$ cat config.mk
export PLATFORM = sky130hd
export DESIGN_NAME = ctal_core
export DESIGN_NICKNAME = d
export VERILOG_FILES = /design/src/core/ctal_pkg.sv /design/src/core/ctal_debounce.sv /design/src/core/ctal_timer.sv /design/src/core/ctal_core.sv
export SDC_FILE = /design/constraint.sdc
export NUM_CORES = 1
export LEC_CHECK = 0
export BUFFER_PORTS_ARGS = -buffer_cell sky130_fd_sc_hd__buf_2
export CORE_ASPECT_RATIO = 0.8
export CORE_MARGIN = 2
export CORE_UTILIZATION = 61
export CTS_BUF_LIST = sky130_fd_sc_hd__clkbuf_16
export DETAILED_ROUTE_END_ITERATION = 6
export PLACE_DENSITY = 0.85
export SKIP_LAST_GASP = 1
export SLEW_MARGIN = 15
export SYNTH_ARGS = -nofsm -noshare
export SYNTH_HDL_FRONTEND = slang
export SYNTH_SLANG_ARGS = --single-unit
$ cat constraint.sdc
create_clock -name aclk -period 3 [get_ports aclk]
set_input_delay 0.3 -clock aclk [delete_from_list [all_inputs] [get_ports aclk]]
set_output_delay 0.3 -clock aclk [all_outputs]
set_load 0.01 [all_outputs]
$ cat src/core/ctal_pkg.sv
// package: constants, register map and types of the case tamper alert logic
package ctal_pkg;
   localparam int CLK_PERIOD_NS = 20;
   localparam int RTC_PERIOD_NS = 30518;
   localparam int RTC_CYCLES = RTC_PERIOD_NS / CLK_PERIOD_NS;
   localparam int DEB_SAMPLES = 2;
   localparam int CLR_LATENCY_TICKS = 2;
   localparam int SWITCH_MIN_US = 1000;
   localparam int ENVELOPE_WORDS = 256;
   localparam int CONFIG_WORDS = 64;
   localparam int AXI_ADDR_W = 8;
   localparam int TIMER_W = 16;

   localparam logic [7:0] OFS_STATUS = 8'h00;
   localparam logic [7:0] OFS_MASK = 8'h04;
   localparam logic [7:0] OFS_CTRL = 8'h08;
   localparam logic [7:0] OFS_WDOG_RELOAD = 8'h0C;
   localparam logic [7:0] OFS_WDOG_KICK = 8'h10;
   localparam logic [7:0] OFS_HB_PERIOD = 8'h14;
   localparam logic [7:0] OFS_SYS_ID = 8'h18;
   localparam logic [7:0] OFS_STATE = 8'h1C;

   localparam int ST_CASE = 0;
   localparam int ST_THERM = 1;
   localparam int ST_WDOG = 2;
   localparam int ST_HB = 3;
   localparam int CTRL_SEL_LSB = 0;
   localparam int CTRL_WD_EN = 2;
   localparam int CTRL_HB_EN = 3;
   localparam int CTRL_SLEEP = 4;
   localparam int STATE_PEND_LSB = 4;

   localparam logic [3:0] RST_MASK = 4'h0;
   localparam logic [15:0] RST_WDOG_RELOAD = 16'h0400;
   localparam logic [15:0] RST_HB_PERIOD = 16'h8000;
   // identity value is arbitrary
   localparam logic [15:0] RST_SYS_ID = 16'h0A5C;
   localparam logic [1:0] RESP_OKAY = 2'h0;
   localparam logic [1:0] RESP_SLVERR = 2'h2;

   typedef enum logic [1:0] {SEL_NONE, SEL_IRQ, SEL_MGMT} ctal_sel_t;
   typedef enum logic [1:0] {
      ALERT_CASE, ALERT_THERM, ALERT_WDOG, ALERT_HB
   } ctal_kind_t;
   typedef struct packed {
      logic heartbeat;
      logic watchdog;
      logic thermal;
      logic case_open;
   } ctal_evt_t;
   typedef struct packed {
      ctal_kind_t kind;
      ctal_evt_t health;
      logic [15:0] sys_id;
   } ctal_alert_t;
endpackage : ctal_pkg

$ cat src/core/ctal_debounce.sv
// two-flop synchroniser and slow-tick debouncer for an active-low pin
`timescale 1ns/10ps
module ctal_debounce
   import ctal_pkg::*;
#(
   parameter int SAMPLES = DEB_SAMPLES
) (
   input wire logic aclk,
   input wire logic aresetn,
   input wire logic pin_n,
   input wire logic tick,
   output logic level
);
   logic sync1_reg;
   logic sync2_reg;
   logic [SAMPLES-2:0] hist_reg;
   logic level_reg;

   always_ff @(posedge aclk) begin
      if (!aresetn) begin
         sync1_reg <= 1'b0;
         sync2_reg <= 1'b0;
      end else begin
         sync1_reg <= ~pin_n;
         sync2_reg <= sync1_reg;
      end
   end

   always_ff @(posedge aclk) begin
      if (!aresetn) begin
         hist_reg <= '0;
         level_reg <= 1'b0;
      end else if (tick) begin
         hist_reg <= (SAMPLES-1)'({hist_reg, sync2_reg});
         level_reg <= &{hist_reg, sync2_reg};
      end
   end

   assign level = level_reg;

   a_deb_two_samples: assert property (@(posedge aclk) disable iff (!aresetn)
      $rose(level_reg) |-> $past(tick) && $past(sync2_reg)
         && $past(hist_reg[0]))
      else $error("debounce asserted without two high samples");
   a_deb_tick_only: assert property (@(posedge aclk) disable iff (!aresetn)
      !$past(tick) |-> $stable(level_reg))
      else $error("debounce level moved off a slow tick");
endmodule : ctal_debounce

$ cat src/core/ctal_timer.sv
// reloadable down-counter on the slow tick, one-cycle expiry pulse
`timescale 1ns/10ps
module ctal_timer #(
   parameter int W = 16
) (
   input wire logic aclk,
   input wire logic aresetn,
   input wire logic tick,
   input wire logic enable,
   input wire logic restart,
   input wire logic [W-1:0] period,
   output logic expire
);
   logic [W-1:0] cnt_reg;
   logic expire_reg;

   always_ff @(posedge aclk) begin
      if (!aresetn) begin
         cnt_reg <= '0;
         expire_reg <= 1'b0;
      end else begin
         expire_reg <= 1'b0;
         if (!enable || restart) begin
            cnt_reg <= period;
         end else if (tick) begin
            if (cnt_reg == '0) begin
               expire_reg <= 1'b1;
               cnt_reg <= period;
            end else begin
               cnt_reg <= cnt_reg - 1'b1;
            end
         end
      end
   end

   assign expire = expire_reg;
endmodule : ctal_timer

$ cat src/core/ctal_core.sv
// case tamper alert logic: AXI4-Lite registers, intrusion flag, alerts
//
// Local design decisions: the AXI4-Lite interface to the registers and the address map.
`timescale 1ns/10ps
module ctal_core
   import ctal_pkg::*;
(
   input wire logic aclk,
   input wire logic aresetn,
   input wire logic [AXI_ADDR_W-1:0] s_axi_awaddr,
   input wire logic s_axi_awvalid,
   output logic s_axi_awready,
   input wire logic [31:0] s_axi_wdata,
   input wire logic [3:0] s_axi_wstrb,
   input wire logic s_axi_wvalid,
   output logic s_axi_wready,
   output logic [1:0] s_axi_bresp,
   output logic s_axi_bvalid,
   input wire logic s_axi_bready,
   input wire logic [AXI_ADDR_W-1:0] s_axi_araddr,
   input wire logic s_axi_arvalid,
   output logic s_axi_arready,
   output logic [31:0] s_axi_rdata,
   output logic [1:0] s_axi_rresp,
   output logic s_axi_rvalid,
   input wire logic s_axi_rready,
   input wire logic case_open_n,
   input wire logic overheat_input_n,
   output logic mgmt_interrupt_out,
   output logic irq,
   output logic sleep_entry_out,
   output logic alert_valid,
   input wire logic alert_ready,
   output ctal_alert_t alert_data
);
   function automatic logic addr_ok(input logic [AXI_ADDR_W-1:0] a);
      unique case (a)
         OFS_STATUS, OFS_MASK, OFS_CTRL, OFS_WDOG_RELOAD,
         OFS_WDOG_KICK, OFS_HB_PERIOD, OFS_SYS_ID, OFS_STATE: addr_ok = 1'b1;
         default: addr_ok = 1'b0;
      endcase
   endfunction : addr_ok

   function automatic logic [31:0] merge(input logic [31:0] old,
      input logic [31:0] nw, input logic [3:0] strb);
      logic [31:0] m;
      m = {{8{strb[3]}}, {8{strb[2]}}, {8{strb[1]}}, {8{strb[0]}}};
      merge = (old & ~m) | (nw & m);
   endfunction : merge

   function automatic ctal_kind_t first_kind(input logic [3:0] p);
      first_kind = ALERT_HB;
      for (int i = 3; i >= 0; i--) begin
         if (p[i]) begin
            first_kind = ctal_kind_t'(i[1:0]);
         end
      end
   endfunction : first_kind

   // slow real-time tick
   logic [11:0] rtc_cnt_reg;
   logic rtc_tick;

   always_ff @(posedge aclk) begin
      if (!aresetn) begin
         rtc_cnt_reg <= '0;
      end else if (rtc_cnt_reg == 12'(RTC_CYCLES - 1)) begin
         rtc_cnt_reg <= '0;
      end else begin
         rtc_cnt_reg <= rtc_cnt_reg + 12'h001;
      end
   end
   assign rtc_tick = (rtc_cnt_reg == 12'(RTC_CYCLES - 1));

   // AXI4-Lite slave
   logic aw_full_reg;
   logic w_full_reg;
   logic [AXI_ADDR_W-1:0] awaddr_reg;
   logic [31:0] wdata_reg;
   logic [3:0] wstrb_reg;
   logic bvalid_reg;
   logic [1:0] bresp_reg;
   logic rvalid_reg;
   logic [1:0] rresp_reg;
   logic [31:0] rdata_reg;
   logic [31:0] rd_word;
   logic wr_fire;
   logic [31:0] wd;

   assign s_axi_awready = !aw_full_reg;
   assign s_axi_wready = !w_full_reg;
   assign s_axi_bvalid = bvalid_reg;
   assign s_axi_bresp = bresp_reg;
   assign s_axi_arready = !rvalid_reg;
   assign s_axi_rvalid = rvalid_reg;
   assign s_axi_rresp = rresp_reg;
   assign s_axi_rdata = rdata_reg;
   assign wr_fire = aw_full_reg && w_full_reg && !bvalid_reg;
   assign wd = merge(32'h0000_0000, wdata_reg, wstrb_reg);

   always_ff @(posedge aclk) begin
      if (!aresetn) begin
         aw_full_reg <= 1'b0;
         awaddr_reg <= '0;
      end else if (s_axi_awvalid && !aw_full_reg) begin
         aw_full_reg <= 1'b1;
         awaddr_reg <= s_axi_awaddr;
      end else if (wr_fire) begin
         aw_full_reg <= 1'b0;
      end
   end

   always_ff @(posedge aclk) begin
      if (!aresetn) begin
         w_full_reg <= 1'b0;
         wdata_reg <= '0;
         wstrb_reg <= '0;
      end else if (s_axi_wvalid && !w_full_reg) begin
         w_full_reg <= 1'b1;
         wdata_reg <= s_axi_wdata;
         wstrb_reg <= s_axi_wstrb;
      end else if (wr_fire) begin
         w_full_reg <= 1'b0;
      end
   end

   always_ff @(posedge aclk) begin
      if (!aresetn) begin
         bvalid_reg <= 1'b0;
         bresp_reg <= RESP_OKAY;
      end else if (wr_fire) begin
         bvalid_reg <= 1'b1;
         bresp_reg <= addr_ok(awaddr_reg) ? RESP_OKAY : RESP_SLVERR;
      end else if (s_axi_bready) begin
         bvalid_reg <= 1'b0;
      end
   end

   always_ff @(posedge aclk) begin
      if (!aresetn) begin
         rvalid_reg <= 1'b0;
         rresp_reg <= RESP_OKAY;
         rdata_reg <= '0;
      end else if (s_axi_arvalid && !rvalid_reg) begin
         rvalid_reg <= 1'b1;
         rresp_reg <= addr_ok(s_axi_araddr) ? RESP_OKAY : RESP_SLVERR;
         rdata_reg <= rd_word;
      end else if (s_axi_rready) begin
         rvalid_reg <= 1'b0;
      end
   end

   logic wr_status;
   logic wr_kick;
   logic wr_period;
   assign wr_status = wr_fire && awaddr_reg == OFS_STATUS;
   assign wr_kick = wr_fire && awaddr_reg == OFS_WDOG_KICK;
   assign wr_period = wr_fire && awaddr_reg == OFS_HB_PERIOD;

   // software-written configuration
   logic [3:0] mask_reg;
   ctal_sel_t sel_reg;
   logic wd_en_reg;
   logic hb_en_reg;
   logic sleep_reg;
   logic [TIMER_W-1:0] reload_reg;
   logic [TIMER_W-1:0] period_reg;
   logic [15:0] sys_id_reg;
   logic [31:0] ctrl_new;

   assign ctrl_new = merge({27'h0, sleep_reg, hb_en_reg, wd_en_reg, sel_reg},
      wdata_reg, wstrb_reg);

   // byte-merged next values; a call result cannot be part-selected
   logic [31:0] mask_new;
   logic [31:0] reload_new;
   logic [31:0] period_new;
   logic [31:0] id_new;
   assign mask_new = merge({28'h0, mask_reg}, wdata_reg, wstrb_reg);
   assign reload_new = merge({16'h0, reload_reg}, wdata_reg, wstrb_reg);
   assign period_new = merge({16'h0, period_reg}, wdata_reg, wstrb_reg);
   assign id_new = merge({16'h0, sys_id_reg}, wdata_reg, wstrb_reg);

   always_ff @(posedge aclk) begin
      if (!aresetn) begin
         mask_reg <= RST_MASK;
         sel_reg <= SEL_NONE;
         wd_en_reg <= 1'b0;
         hb_en_reg <= 1'b0;
         reload_reg <= RST_WDOG_RELOAD;
         period_reg <= RST_HB_PERIOD;
         sys_id_reg <= RST_SYS_ID;
      end else if (wr_fire) begin
         unique case (awaddr_reg)
            OFS_MASK: mask_reg <= mask_new[3:0];
            OFS_CTRL: begin
               // unused select code reads as no action
               sel_reg <= (ctrl_new[CTRL_SEL_LSB +: 2] == 2'h3) ? SEL_NONE :
                  ctal_sel_t'(ctrl_new[CTRL_SEL_LSB +: 2]);
               wd_en_reg <= ctrl_new[CTRL_WD_EN];
               hb_en_reg <= ctrl_new[CTRL_HB_EN];
            end
            OFS_WDOG_RELOAD: reload_reg <= reload_new[TIMER_W-1:0];
            OFS_HB_PERIOD: period_reg <= period_new[TIMER_W-1:0];
            OFS_SYS_ID: sys_id_reg <= id_new[15:0];
            default: ;
         endcase
      end
   end

   // sleep request pulses for one cycle per write
   always_ff @(posedge aclk) begin
      if (!aresetn) begin
         sleep_reg <= 1'b0;
      end else begin
         sleep_reg <= wr_fire && awaddr_reg == OFS_CTRL
            && wd[CTRL_SLEEP];
      end
   end
   assign sleep_entry_out = sleep_reg;

   // input conditioning
   logic case_deb;
   logic therm_deb;

   ctal_debounce #(.SAMPLES(DEB_SAMPLES)) u_case_deb (
      .aclk(aclk),
      .aresetn(aresetn),
      .pin_n(case_open_n),
      .tick(rtc_tick),
      .level(case_deb)
   );

   ctal_debounce #(.SAMPLES(DEB_SAMPLES)) u_therm_deb (
      .aclk(aclk),
      .aresetn(aresetn),
      .pin_n(overheat_input_n),
      .tick(rtc_tick),
      .level(therm_deb)
   );

   // intrusion flag lives in the slow-tick domain
   logic case_flag_reg;
   logic clr_pend_reg;
   logic case_prev_reg;

   always_ff @(posedge aclk) begin
      if (!aresetn) begin
         case_flag_reg <= 1'b0;
         clr_pend_reg <= 1'b0;
      end else begin
         if (rtc_tick) begin
            if (case_deb) begin
               case_flag_reg <= 1'b1;
            end else if (clr_pend_reg) begin
               case_flag_reg <= 1'b0;
            end
            clr_pend_reg <= 1'b0;
         end
         if (wr_status && wd[ST_CASE]) begin
            clr_pend_reg <= 1'b1;
         end
      end
   end

   // other event flags: a set wins over a clear in the same cycle
   logic therm_prev_reg;
   logic therm_set;
   logic therm_flag_reg;
   logic wdog_flag_reg;
   logic hb_flag_reg;
   logic wd_expire;
   logic hb_expire;

   assign therm_set = therm_deb && !therm_prev_reg;

   always_ff @(posedge aclk) begin
      if (!aresetn) begin
         therm_prev_reg <= 1'b0;
         case_prev_reg <= 1'b0;
         therm_flag_reg <= 1'b0;
         wdog_flag_reg <= 1'b0;
         hb_flag_reg <= 1'b0;
      end else begin
         therm_prev_reg <= therm_deb;
         case_prev_reg <= case_flag_reg;
         therm_flag_reg <= therm_set ||
            (therm_flag_reg && !(wr_status && wd[ST_THERM]));
         wdog_flag_reg <= wd_expire ||
            (wdog_flag_reg && !(wr_status && wd[ST_WDOG]));
         hb_flag_reg <= hb_expire ||
            (hb_flag_reg && !(wr_status && wd[ST_HB]));
      end
   end

   ctal_timer #(.W(TIMER_W)) u_wdog (
      .aclk(aclk),
      .aresetn(aresetn),
      .tick(rtc_tick),
      .enable(wd_en_reg),
      .restart(wr_kick),
      .period(reload_reg),
      .expire(wd_expire)
   );

   ctal_timer #(.W(TIMER_W)) u_hb (
      .aclk(aclk),
      .aresetn(aresetn),
      .tick(rtc_tick),
      .enable(hb_en_reg),
      .restart(wr_period),
      .period(period_reg),
      .expire(hb_expire)
   );

   ctal_evt_t status;
   ctal_evt_t irq_src;
   assign status = '{hb_flag_reg, wdog_flag_reg, therm_flag_reg,
      case_flag_reg};
   assign irq_src = '{hb_flag_reg, wdog_flag_reg, therm_flag_reg,
      case_flag_reg && sel_reg == SEL_IRQ};
   assign irq = |(irq_src & mask_reg);
   assign mgmt_interrupt_out = case_flag_reg
      && sel_reg == SEL_MGMT;

   // network alert requests, lowest-numbered kind first by priority
   logic [3:0] pend_reg;
   logic [3:0] new_evt;
   logic [3:0] take;
   logic alert_valid_reg;
   ctal_alert_t alert_reg;

   assign new_evt = {hb_expire, wd_expire, therm_set,
      case_flag_reg && !case_prev_reg};
   assign take = (!alert_valid_reg) ? (pend_reg & (~pend_reg + 4'h1)) : 4'h0;

   always_ff @(posedge aclk) begin
      if (!aresetn) begin
         pend_reg <= 4'h0;
      end else begin
         pend_reg <= (pend_reg & ~take) | new_evt;
      end
   end

   always_ff @(posedge aclk) begin
      if (!aresetn) begin
         alert_valid_reg <= 1'b0;
         alert_reg <= '0;
      end else if (alert_valid_reg && alert_ready) begin
         alert_valid_reg <= 1'b0;
      end else if (!alert_valid_reg && |pend_reg) begin
         alert_valid_reg <= 1'b1;
         alert_reg <= '{first_kind(pend_reg), status, sys_id_reg};
      end
   end
   assign alert_valid = alert_valid_reg;
   assign alert_data = alert_reg;

   always_comb begin
      rd_word = 32'h0000_0000;
      unique case (s_axi_araddr)
         OFS_STATUS: rd_word = {28'h0, status};
         OFS_MASK: rd_word = {28'h0, mask_reg};
         OFS_CTRL: rd_word = {28'h0, hb_en_reg, wd_en_reg, sel_reg};
         OFS_WDOG_RELOAD: rd_word = {16'h0, reload_reg};
         OFS_HB_PERIOD: rd_word = {16'h0, period_reg};
         OFS_SYS_ID: rd_word = {16'h0, sys_id_reg};
         OFS_STATE: rd_word = {24'h0, pend_reg, 1'b0, alert_valid_reg,
            therm_deb, case_deb};
         default: rd_word = 32'h0000_0000;
      endcase
   end

   // clear latency watch
   logic [12:0] clr_age_reg;
   always_ff @(posedge aclk) begin
      if (!aresetn || !clr_pend_reg) begin
         clr_age_reg <= '0;
      end else begin
         clr_age_reg <= clr_age_reg + 13'h0001;
      end
   end

   a_flag_tick_only: assert property (@(posedge aclk) disable iff (!aresetn)
      $changed(case_flag_reg) |-> $past(rtc_tick))
      else $error("case flag changed off a slow tick");
   a_flag_sets: assert property (@(posedge aclk) disable iff (!aresetn)
      rtc_tick && case_deb |=> case_flag_reg)
      else $error("debounced case-open did not set flag");
   a_clear_refused: assert property (@(posedge aclk) disable iff (!aresetn)
      case_flag_reg && clr_pend_reg && case_deb && rtc_tick
      |=> case_flag_reg && mgmt_interrupt_out == (sel_reg == SEL_MGMT))
      else $error("flag cleared while switch active");
   a_clear_latency: assert property (@(posedge aclk) disable iff (!aresetn)
      clr_age_reg <= 13'(CLR_LATENCY_TICKS * RTC_CYCLES))
      else $error("clear pending longer than two slow ticks");
   a_w1c_request: assert property (@(posedge aclk) disable iff (!aresetn)
      wr_status && wd[ST_CASE] |=> clr_pend_reg)
      else $error("status write did not request a clear");
   a_sel_forces_off: assert property (@(posedge aclk) disable iff (!aresetn)
      sel_reg != SEL_MGMT |-> !mgmt_interrupt_out)
      else $error("management interrupt without select");
   a_irq_route: assert property (@(posedge aclk) disable iff (!aresetn)
      case_flag_reg && sel_reg == SEL_IRQ && mask_reg[ST_CASE] |-> irq)
      else $error("ordinary interrupt missing");
   a_thermal_event: assert property (@(posedge aclk) disable iff (!aresetn)
      $rose(therm_deb) |=> therm_flag_reg && $past(new_evt[ST_THERM]))
      else $error("thermal event not registered");
   a_wdog_alert: assert property (@(posedge aclk) disable iff (!aresetn)
      wd_expire |=> wdog_flag_reg && (pend_reg[ST_WDOG]
      || alert_reg.kind == ALERT_WDOG))
      else $error("watchdog expiry raised no alert");
   a_hb_alert: assert property (@(posedge aclk) disable iff (!aresetn)
      hb_expire |=> ##[0:8] alert_valid_reg)
      else $error("heartbeat raised no alert");

   c_flag_set: cover property (@(posedge aclk) disable iff (!aresetn)
      $rose(case_flag_reg));
   c_mgmt: cover property (@(posedge aclk) disable iff (!aresetn)
      $rose(mgmt_interrupt_out));
   c_refused: cover property (@(posedge aclk) disable iff (!aresetn)
      clr_pend_reg && case_deb && rtc_tick);
   c_alert: cover property (@(posedge aclk) disable iff (!aresetn)
      alert_valid_reg && alert_ready);
endmodule : ctal_core

Word level (Yosys, flattened, before mapping)
Memory sizes are Yosys's and may differ from the RTL's. A register that Yosys moved wholly into a read port is not among the register bits.
Index checks and enable logic that the tools add are counted.
- flip-flop bits (word level): 211
- bits in read-only memories: 64
- input bits: 62
- output and inout bits: 67
- logic and storage cells: 195
- memories: 2
- memories (memory ; depth ; width ; rd ports ; clocked after Yosys merged registers in ; wr ports ; RTL line ; text):
    (no name shown) ; 32 ; 1 ; 1 ; 0 ; 0 ; ctal_core.sv:37 ; unique case (a)
    (no name shown) ; 32 ; 1 ; 1 ; 1 ; 0 ; ctal_core.sv:37 ;
- $add $sub $neg: 4
- equality and inequality tests: 16
- mux-type cells: 35
- bitwise operators: 23
- reductions and logical operators: 69
- operator list (operator ; count):
    one-hot mux 16 bit (7 select lines) ; 1
    2-to-1 mux 16 bit ; 6
    AND 16 bit ; 4
    equality test 8 x 5 -> 1 bit, second input constant ; 6
    bitwise OR 16 bit ; 3
    equality test 8 x 4 -> 1 bit, second input constant ; 4
    zero test 16 bit ; 2
    subtractor 16 x 1 -> 16 bit, second input constant ; 2
    logical AND 1 bit ; 23
    AND 4 bit ; 5
    2-to-1 mux 1 bit ; 20
    AND reduction 2 bit ; 9
    equality test 8 x 3 -> 1 bit, second input constant ; 2
    zero test 8 bit ; 2
    NOT 16 bit ; 1
    nonzero test 2 bit ; 8
    adder 12 x 1 -> 12 bit, second input constant ; 1
    equality test 12 x 11 -> 1 bit, second input constant ; 1
    zero test 1 bit ; 12
    bitwise OR 4 bit ; 3
    2-to-1 mux 2 bit ; 5
    2-to-1 mux 5 bit ; 2
    NOT 4 bit ; 2
    OR reduction 4 bit ; 2
    9 further kinds ; 21

Longest topological paths before layout
Gate-level depths: netlist of the first run.
- depth in word-level cells: 7
- gate-level depth with buffers: 10
- depth with buffers taken out: 8

Modules after synthesis
From an unflattened synthesis of the first run, not the netlist that was laid out.
- cells, all modules: 1045
- area total of the unflattened synthesis: 8912.3 um^2
- by module, submodules not included (module ; times used ; cells each ; area an instance (um^2)):
    ctal_core ; 1 ; 729 ; 6392.4
    ctal_timer ; 2 ; 147 ; 1133.6
    ctal_debounce ; 2 ; 11 ; 126.4

Least setup slack after synthesis of the first run
OpenSTA, ideal clock, no wires.
- path kind: register to register
- start point: register u_hb.cnt_reg[0]
- end point: register u_hb.cnt_reg[15]
- arrival time: 1881 ps
- data required time: 2921 ps
- setup slack: 1040 ps
- cell stages (with the launch flop): 10
- buffers on the path: 1
- path through: dfxtp_1 -> inv_1 -> ha_1 -> nor4b_1 -> and4_1 -> buf_4 -> nor2_1 -> nand3_1 -> or4_1 -> o211ai_1
- cells in the longest elaborated chain, start to end: 4
- elaborated cells between the ends (all ways): 5
- those cells by class: add/sub: 1; mux: 3; reduce/logical: 1
- RTL lines (item ; RTL line ; text):
    from (decl) ; ctal_timer.sv:14 ; logic [W-1:0] cnt_reg;
    from (signal assigned) ; ctal_timer.sv:24 ; cnt_reg <= period;
    from (signal assigned) ; ctal_timer.sv:28 ; cnt_reg <= period;
    from (signal assigned) ; ctal_timer.sv:30 ; cnt_reg <= cnt_reg - 1'b1;
    subtractor 16 x 1 -> 16 bit or zero test 16 bit (tied branches) ; ctal_timer.sv:30, ctal_timer.sv:26 ;
    2-to-1 mux 16 bit * ; ctal_timer.sv:26 ; if (cnt_reg == '0) begin
    2-to-1 mux 16 bit * ; ctal_timer.sv:25 ; end else if (tick) begin
    2-to-1 mux 16 bit * ; ctal_timer.sv:23 ; if (!enable || restart) begin
Every way passes the cells marked *; elsewhere a longest branch is shown, timed or not. The select of a mux whose other input is x is not followed.
A chain may end at the register's enable or synchronous reset.

Final worst setup path of the first run
- start point: register rtc_cnt_reg[10]
- end point: register u_wdog.cnt_reg[5]
- cells in the longest elaborated chain, start to end: 2
- RTL lines (item ; RTL line ; text):
    from (decl) ; ctal_core.sv:61 ; logic [11:0] rtc_cnt_reg;
    from (signal assigned) ; ctal_core.sv:70 ; rtc_cnt_reg <= rtc_cnt_reg + 12'h001;
    equality test 12 x 11 -> 1 bit ; ctal_core.sv:73 ; assign rtc_tick = (rtc_cnt_reg == 12'(RTC_CYCLES - 1));
    nonzero test 2 bit (no source line) ; - ;
    to (signal assigned) ; ctal_timer.sv:24 ;
    to (signal assigned) ; ctal_timer.sv:28 ;
    to (signal assigned) ; ctal_timer.sv:30 ;
    to (decl) ; ctal_timer.sv:14 ;
Every way passes these cells.

==> metrics, run 1 <==
WL/cell ~17 um; Clock transition at path regs approximately 0.070 ns; total core area between 10000 and 15000 um2; final hold vios 0; post-route cell area 9510 um2; leading area contributor after synthesis dfxtp_1; P_leak ~4 nW; H-tree depth 4; relative slew slack roughly 40%; post-CTS sizing 0; nets 1126; via count of the routed design approximately 7400; synth warn 0; Gate Count Post-Synth between 900 and 1000; Layout Area Growth over Synthesis 12.3%; antenna-violating nets left 0; via count of the first global-routing pass about 7000; port bufs 92; kind of critical path flop to flop; max-slew violations 0; list of most frequent post-synthesis cells dfxtp_1 (194), nand2_1 (159), nor2_1 (127), a21oi_1 (77), mux2i_1 (73); number of instances in the placed design 1219; Top FF cell, synth dfxtp_1; Critical Path AT 2.76 ns; CTS Buf Count 17; clk sinks roughly 190; Die ar. ~15000 um2; cell row count 38; Post-CTS Setup Bufs 0; pwr dens ~540 nW/um2; CTS tree yes; Starting Density 62.5%; RSZ-0062 raised after global routing no; post-synth cell types between 70 and 80; layout cells sized above 1 14.3%; Initial DRC Count between 700 and 800; Hold Path Class primary input to flop; Ports between 100 and 150; Crit. End Element flop; hold_ws between 0.015 and 0.02 ns; Layout fillers roughly 1100; ant diodes 0; Pre-antenna DRT Iters 6; asr flop ratio synth 0%; Sequential Area between 3000 and 4000 um2; initial antenna violation count 0; clk_skew roughly 0.0085 ns; global-route wire length before repair between 30000 and 40000 um; Cell Area, Synth approximately 8500 um2; setup total negative slack 0 ns; Clock Latency Late Sink between 0.4 and 0.5 ns; Max Cap Viol 0; maximum clock rate about 400 MHz; syn_area_per_cell roughly 8.5 um2; DR vias/cell between 5 and 6; Synth area leaders dfxtp_1 (46%), mux2i_1 (8.6%), nand2_1 (7.0%); total chip power slightly above 5 mW; CTS Buffer Depth 2; Worst EP required 3.28 ns; Post-synth EDFFs 0; grt total ovfl 0; GP Congestion 0.948; Post-Route WL 21900 um; Die Height ~110 um; slew at the pin closest to its max-slew limit 0.900 ns; Hold Buf Count CTS 0; outcome completed; final setup fails 0; final core occ between 70% and 80%; Post-DP Area 8940 um2; die width roughly 140 um; worst slack at placement 0.630 ns; crit-path max FO 10; Multi-input gate area between 4000 and 5000 um2; placed wire-length estimate around 16000 um; post-route setup slack about 0.5 ns; top-area cell type share of the netlist area roughly 46%; most numerous cell in the Yosys netlist dfxtp_1; min Tclk post-route roughly 2.5 ns; maximum vdd drop between 0.5 and 0.6 mV; largest net degree at the start of global routing roughly 130; clk root buf clkbuf_16; Seq/Total Area, Yosys a little under half; total global-route track usage just over 30%; startpoint types flop; Post-Layout Cell Count roughly 1300; #FFs+latches synth between 150 and 200; DRC 0; Tcrit/Tclk final roughly 83%
==> final timing paths <==
path / startpoint / end / slack [ns] / depth (start not counted)
setup / recovery: rtc_cnt_reg[10] / u_wdog.cnt_reg[5] / 0.51 / 7
hold reg to reg: u_case_deb.sync1_reg / u_case_deb.sync2_reg / 0.44 / 1
setup reg to reg: rtc_cnt_reg[10] / u_wdog.cnt_reg[5] / 0.51 / 7
hold / removal: case_open_n / u_case_deb.sync1_reg / 0.02 / 2
==> final cells by class <==
| cell class | count | area share, % |
|---|---|---|
| Multi-Input combinational cell | 725 | 44.3 |
| Sequential cell | 194 | 40.8 |
| Timing Repair Buffer | 103 | 5.84 |
| Clock buffer | 17 | 4.47 |
| Tap cell | 180 | 2.37 |
| Clock inverter | 15 | 1.51 |
| Inverter | 17 | 0.684 |
==> placed cells by master (no fill, tap or decap), types with 15 or more instances in the layout <==
master       n
nand3_1     27
inv_1       16
a21oi_1     77
nor2_1     127
conb_1      18
nor3_1      15
o21ai_0     40
clkbuf_16   17
mux2i_1     73
dfxtp_1    194
buf_2       92
nand2_1    159
==> critical path, stage by stage (launching register included) <==
cell and delay [ns]:
dfxtp_1 0.36, nor3b_1 0.47, and3_1 0.58, buf_4 0.26
and2_1 0.22, nand2_1 0.16, mux2i_1 0.19, a21oi_1 0.09
==> kinds of logic after synthesis <==
family          share of synthesized area, %
mux                                     9.29
compound gates                          14.8
buf+inv                                 5.17
fa+ha+maj                              0.886
flops                                   45.8
xor+xnor                                1.03
other cells                           0.0443
simple gates                            22.9
==> power by group <==
group          internal [mW]  leakage, nW  total [mW]  switching, mW
registers               2.61         1.57        2.66         0.0501
clock network           1.17        0.281        2.21           1.04
logic                 0.0843         2.14       0.240          0.156
==> metal layers <==
metal	routed length (um)	part of all wire, %	up-vias	GRT usage (%)
met5	0	0	-	0
met4	899	4.1	0	15.1
met3	1470	6.7	57	6.45
met2	9960	46	285	48.4
met1	9530	44	3454	39.9
li1	-	-	3590	-
(Power assumes the default switching activity.)
==> inputs of run 2 (changes only) <==
--- a/config.mk
+++ b/config.mk
@@ -8,10 +8,10 @@
 export BUFFER_PORTS_ARGS = -buffer_cell sky130_fd_sc_hd__buf_2
 export CORE_ASPECT_RATIO = 0.8
 export CORE_MARGIN = 2
-export CORE_UTILIZATION = 61
+export CORE_UTILIZATION = 51
 export CTS_BUF_LIST = sky130_fd_sc_hd__clkbuf_16
 export DETAILED_ROUTE_END_ITERATION = 6
-export PLACE_DENSITY = 0.85
+export PLACE_DENSITY = 0.76
 export SKIP_LAST_GASP = 1
 export SLEW_MARGIN = 15
 export SYNTH_ARGS = -nofsm -noshare
==> constraint.sdc (replaced) <==
create_clock -name aclk -period 2.1 [get_ports aclk]
set_input_delay 0.21 -clock aclk [delete_from_list [all_inputs] [get_ports aclk]]
set_output_delay 0.21 -clock aclk [all_outputs]
set_load 0.01 [all_outputs]
==> run 2 against run 1 <==
Net effect: the flow now finishes with violations (DRC); highest routed layer unchanged; core utilization down 8.3 points; critical path depth rose by 4; sequential cell count unchanged; via count is 3.6% higher; combinational power increased by 64%; largest cell class unchanged; worst hold slack worse by 0.013 ns.
==> metrics, run 2 (synthesis results as in run 1) <==
ant diodes 0 (unchanged); crit-path most repeated cell buf_4; slew at the pin closest to its max-slew limit 0.798 ns (-0.102 ns); RSZ-0062 raised after global routing yes; grt met1 use 35.8% (-4.1 points); Max stage delay on crit path 0.34 ns (-0.24 ns); Max Cap Viol 0 (unchanged); DR vias/cell 5.64 (-4.4%); maximum clock rate 498 MHz (+24%); Starting Density 51.7% (-11 points); layout cells sized above 1 20.1% (+5.8 points); Hold Path Class primary input to flop; CP max-delay cell dfxtp_2; most common cell after layout, fill and taps aside dfxtp_1; Worst EP required 2.42 ns (-0.86 ns); most frequent cells in the layout dfxtp_1 (193), nand2_1 (158), nor2_1 (123), buf_2 (92), a21oi_1 (77); Post-Route WL 23400 um (+6.9%); total global-route track usage 26.8% (-3.8 points); Ports 129 (unchanged); post-route setup slack 0.0939 ns (-0.421 ns); crit-path cells inv_2, ha_2, nor4b_4, buf_4, nand4_1, buf_6, buf_4, o21ai_0, a21oi_1, a221oi_2, nor2_1; kind of critical path flop to flop; final setup fails 0 (unchanged); Initial DRC Count 757 (+3.3%); via count of the first global-routing pass 7174 (+3.1%); via count of the routed design 7652 (+3.6%); maximum vdd drop 0.667 mV (+32%); Post-DP Area 9440 um2 (+5.6%); Clock transition at path regs 0.07 ns (about the same); CTS Buf Count 17 (unchanged); relative slew slack 46.6% (+6.7 points); hold_ws 0.00261 ns (-0.0128 ns); CTS Buffer Depth 2 (unchanged); number of instances in the placed design 1317 (+8.0%); Post-Layout Cell Count 1356 (+8.4%); setup total negative slack 0 ns (unchanged); port bufs 92 (unchanged); final hold vios 0 (unchanged); busiest layer in global routing met2; clk sinks 194 (unchanged); CP delay by family, top buffers and inverters; max-slew violations 0 (unchanged); largest net degree at the start of global routing 63 (-51%); placed wire-length estimate 16900 um (+8.6%); antenna-violating nets left 0 (unchanged); Layout fillers 1450 (+34%); grt met2 use 42.3% (-6.0 points); Clock Latency Late Sink 0.44 ns (about the same); Die Height 119 um (+9.0%); startpoint types flop; min Tclk post-route 2.01 ns (-0.479 ns); Buf/Inv on CP 4 (+3); Layout Area Growth over Synthesis 19.8%; die width 148 um (+9.1%); nets 1192 (+5.9%); P_leak 4.32 nW (+8.3%); Pre-antenna DRT Iters 7 (+1); cell row count 42 (+11%); crit-path max FO 8 (-2); worst slack at placement -0.00142 ns (-0.631 ns); DRC 10 (+10); clk root buf clkbuf_16; grt total ovfl 0 (unchanged); GR Layer Usage met3 4.64% (-1.8 points); post-route cell area 10200 um2 (+6.7%); pwr dens 720 nW/um2 (+34%); Die ar. 17700 um2 (+19%); GP Congestion 0.979 (+3.3%); failing checks DRC; initial antenna violation count 0 (unchanged); final core occ 61.9% (-8.3 points); total core area 16400 um2 (+21%); global-route wire length before repair 37400 um (+6.2%); WL/cell 17.2 um (-1.3%); H-tree depth 4 (unchanged); Tcrit/Tclk final 95.5% (+13 points); CTS tree yes; clk_skew 0.0104 ns (+0.00185 ns); Crit. End Element flop; Critical Path AT 2.33 ns (-0.43 ns); outcome finished with violations; total chip power 7.31 mW (+43%)
-- run 2: cell count changes in the layout (fill, tap and decap cells not counted), moves of 4 or more --
cell	previous run	this run
nor2_1	127	123
o21ai_1	1	5
o21ai_0	40	36
dlygate4sd3_1	0	6
buf_4	10	68
-- run 2: final timing paths --
kind                            slack (ns)  depth (start not counted)              start                end
worst max-delay path                  0.09                         11  u_wdog.cnt_reg[1]  u_wdog.cnt_reg[6]
worst min-delay path                 0.003                          3     s_axi_wdata[7]       wdata_reg[7]
worst max register to register        0.09                         11  u_wdog.cnt_reg[1]  u_wdog.cnt_reg[6]
worst min register to register        0.42                          1               flop     s_axi_bresp[1]
-- run 2: tightest hold or removal path: cells and delay by family --
family | cells | cell delay [ns]
buf+inv | 1 | 0.09
simple gates | 1 | 0.04
compound gates | 1 | 0.05
-- run 2: report_power, final --
part           total (mW)  internal, mW  switching [mW]
registers            3.79          3.73          0.0636
logic               0.394         0.153           0.241
clock network        3.12          1.64            1.48
total                7.31          5.53            1.78
-- run 2: final cells by class --
type | count | area (um2) | area share (%)
clock buffers | 17 | 425 | 4.19
inverters | 17 | 66.3 | 0.653
well taps | 220 | 275 | 2.71
flip-flops and latches | 194 | 3880 | 38.3
repair buffers | 169 | 1080 | 10.7
clock inverters | 14 | 130 | 1.28
multi-input cells | 725 | 4290 | 42.2
-- run 2: routing by layer --
layer	vias to the layer above	part of all wire [%]
li1	3707	-
met1	3598	44
met2	283	46
met3	64	6.2
met4	0	3.8
met5	-	0
-- run 2: what timing repair did --
action	in CTS	in global routing
setup endpoints to repair	7	27
hold buffers	6	0
hold endpoints to repair	6	0
resized for setup	2	24
buffers inserted	0	2
pin swaps	0	2
==> inputs of run 3 (changes only) <==
--- a/config.mk
+++ b/config.mk
@@ -6,7 +6,7 @@
 export NUM_CORES = 1
 export LEC_CHECK = 0
 export BUFFER_PORTS_ARGS = -buffer_cell sky130_fd_sc_hd__buf_2
-export CORE_ASPECT_RATIO = 0.8
+export CORE_ASPECT_RATIO = 1.2
 export CORE_MARGIN = 2
 export CORE_UTILIZATION = 51
 export CTS_BUF_LIST = sky130_fd_sc_hd__clkbuf_16
==> run 3 against run 2 <==
Net effect: the flow now finishes without violations; register-to-register slack barely moved; combinational power fell by 3%; via count rose by 0.29%; clock power rose by 5%; clock skew rose by 0.0026 ns; setup slack got worse by 0.0068 ns; worst hold slack improved by 0.0074 ns; sequential share of layout area rose by 0.30 points; non-clock buffer count fell by 13; total power rose by 2.2%; fmax fell by 0.34%; first-iteration DRC count fell by 19%.
==> metrics, run 3 (synthesis results as in run 1) <==
most frequent cells in the layout dfxtp_1 (193), nand2_1 (159), nor2_1 (123), buf_2 (92), a21oi_1 (77); DR vias/cell 5.74 (+1.8%); Hold Path Class primary input to flop; Die Height 145 um (+22%); cell row count 51 (+21%); met3 wire len 1160 um (-20%); H-tree depth 4 (unchanged); Critical Path AT 2.33 ns (about the same); global-route wire length before repair 36200 um (-3.1%); hold_ws 0.0100 ns (+0.00739 ns); crit-path cells inv_1, ha_1, and4b_2, and3_2, buf_4, and2_4, nand2_1, mux2i_1, a21oi_1; port bufs 92 (unchanged); CP startpoint rtc_cnt_reg[0]; grt total ovfl 0 (unchanged); Max Cap Viol 0 (unchanged); relative slew slack 50.3% (+3.7 points); wire length on met1 9060 um (-12%); layout cells sized above 1 18.8% (-1.3 points); setup total negative slack 0 ns (unchanged); kind of critical path flop to flop; Post-CTS Setup Bufs 0 (unchanged); highest metal used met4; worst reg2reg path startpoint rtc_cnt_reg[0]; CP delay by family, top simple AND/OR/NAND/NOR gates; via count of the first global-routing pass 7231 (+0.79%); total global-route track usage 25.9% (-0.86 points); pwr dens 741 nW/um2 (+3.0%); final core occ 61.9% (about the same); Layout Area Growth over Synthesis 18.9%; initial antenna violation count 0 (unchanged); clk_skew 0.0130 ns (+0.00260 ns); Tcrit/Tclk final 95.8% (+0.32 points); CP max-delay cell dfxtp_2; sequential share of power 50.8% (-1.1 points); P_leak 4.28 nW (-0.99%); Clock transition at path regs 0.07 ns (about the same); slew at the pin closest to its max-slew limit 0.745 ns (-0.0533 ns); Ports 129 (unchanged); Buf/Inv on CP 2 (-2); switching fraction of total power 24.1% (-0.26 points); Gate power share 5.1% (-0.3 points); clk root buf clkbuf_16; min Tclk post-route 2.01 ns (+0.00676 ns); portion of total power attributed to the clock network 44.0% (+1.3 points); via count of the routed design 7674 (+0.29%); Internal Power 5.67 mW (+2.6%); placed wire-length estimate 16200 um (-3.8%); CTS Buffer Depth 2 (unchanged); met2 routed WL 11200 um (+4.5%); ant diodes 0 (unchanged); final setup fails 0 (unchanged); Net Switching 1.80 mW (+1.1%); RSZ-0062 raised after global routing yes; Starting Density 52.1% (+0.39 points); total core area 16300 um2 (-0.76%); Post-DP Area 9310 um2 (-1.4%); Die ar. 17700 um2 (about the same); Crit. End Element flop; WL/cell 16.9 um (-1.7%); most common cell after layout, fill and taps aside dfxtp_1; Clock Latency Late Sink 0.44 ns (about the same); clk sinks 194 (unchanged); Max stage delay on crit path 0.34 ns (about the same); largest net degree at the start of global routing 89 (+41%); Hold Path Origin s_axi_wdata[6]; outcome completed; Pre-antenna DRT Iters 5 (-2); die width 122 um (-18%); Layout fillers 1392 (-4.0%); final hold vios 0 (unchanged); nets 1179 (-1.1%); DRC 0 (-10); maximum vdd drop 0.608 mV (-8.8%); Worst EP required 2.42 ns (about the same); antenna-violating nets left 0 (unchanged); Post-Route WL 22600 um (-3.2%); post-route cell area 10100 um2 (-0.78%); Initial DRC Count 615 (-19%); max-slew violations 0 (unchanged); GP Congestion 0.945 (-3.6%); maximum clock rate 497 MHz (-0.34%); startpoint types flop; crit-path max FO 10 (+2); CTS tree yes; total chip power 7.47 mW (+2.2%); CTS Buf Count 17 (unchanged)
[run 3: cell types whose count changed in the layout (fill, tap and decap cells not counted), sizes merged]
cell,change
buf,-17
dlygate4sd3,+4
clkinv,+3
clkinvlp,-2
bufinv,+1
inv,-1
[run 3: worst register-to-register path: stages, from the launching register on]
cell     delay [ns]
dfxtp_2        0.34
inv_1          0.05
ha_1           0.13
and4b_2        0.27
and3_2         0.27
buf_4          0.21
and2_4         0.18
nand2_1        0.13
mux2i_1        0.22
a21oi_1        0.09
[run 3: per-layer routing]
metal | global-route usage (%) | vias to the layer above
li1 | - | 3692
met2 | 43.4 | 270
met1 | 30.7 | 3632
met3 | 4.52 | 80
met5 | 0 | -
met4 | 15.2 | 0
[run 3: layout make-up]
type	count	area (um2)	share of cell area (%)
Clock buffer	17	425	4.22
Clock inverter	15	178	1.76
Inverter	17	65.1	0.646
Multi-Input combinational cell	725	4270	42.4
Sequential cell	194	3880	38.6
Tap cell	212	265	2.63
Timing Repair Buffer	156	982	9.75
[run 3: stage by stage]
stage	worst slack [ns]	cells
after CTS	0.000258	1336
after global routing	-0.00439	1336
after global placement	0.000613	1294
after floorplan	0.140	1011
final	0.0872	1336
after detailed placement	-0.000600	1294
[run 3: worst paths after layout]
check                       to  slack [ns]  cells after the start
max reg2reg  u_wdog.cnt_reg[5]        0.09                      9
min reg2reg     s_axi_bresp[1]        0.42                      1
max          u_wdog.cnt_reg[5]        0.09                      9
min               wdata_reg[6]        0.01                      3
[run 3: what timing repair did]
item	in CTS	in global routing
gates cloned	0	0
hold buffers	10	0
gates resized for setup	1	16
endpoints found under the setup margin	6	28
endpoints found under the hold margin	10	0
[run 3: power by group through the flow]
stage | Sequential, mW | Clock [mW] | Combinational, mW
2_1_floorplan | 3.85 | 0 | 0.265
3_3_place_gp | 3.88 | 0 | 0.360
3_5_place_dp | 3.88 | 0 | 0.366
4_1_cts | 3.79 | 3.34 | 0.380
5_1_grt | 3.80 | 3.49 | 0.422
6_report | 3.79 | 3.29 | 0.384
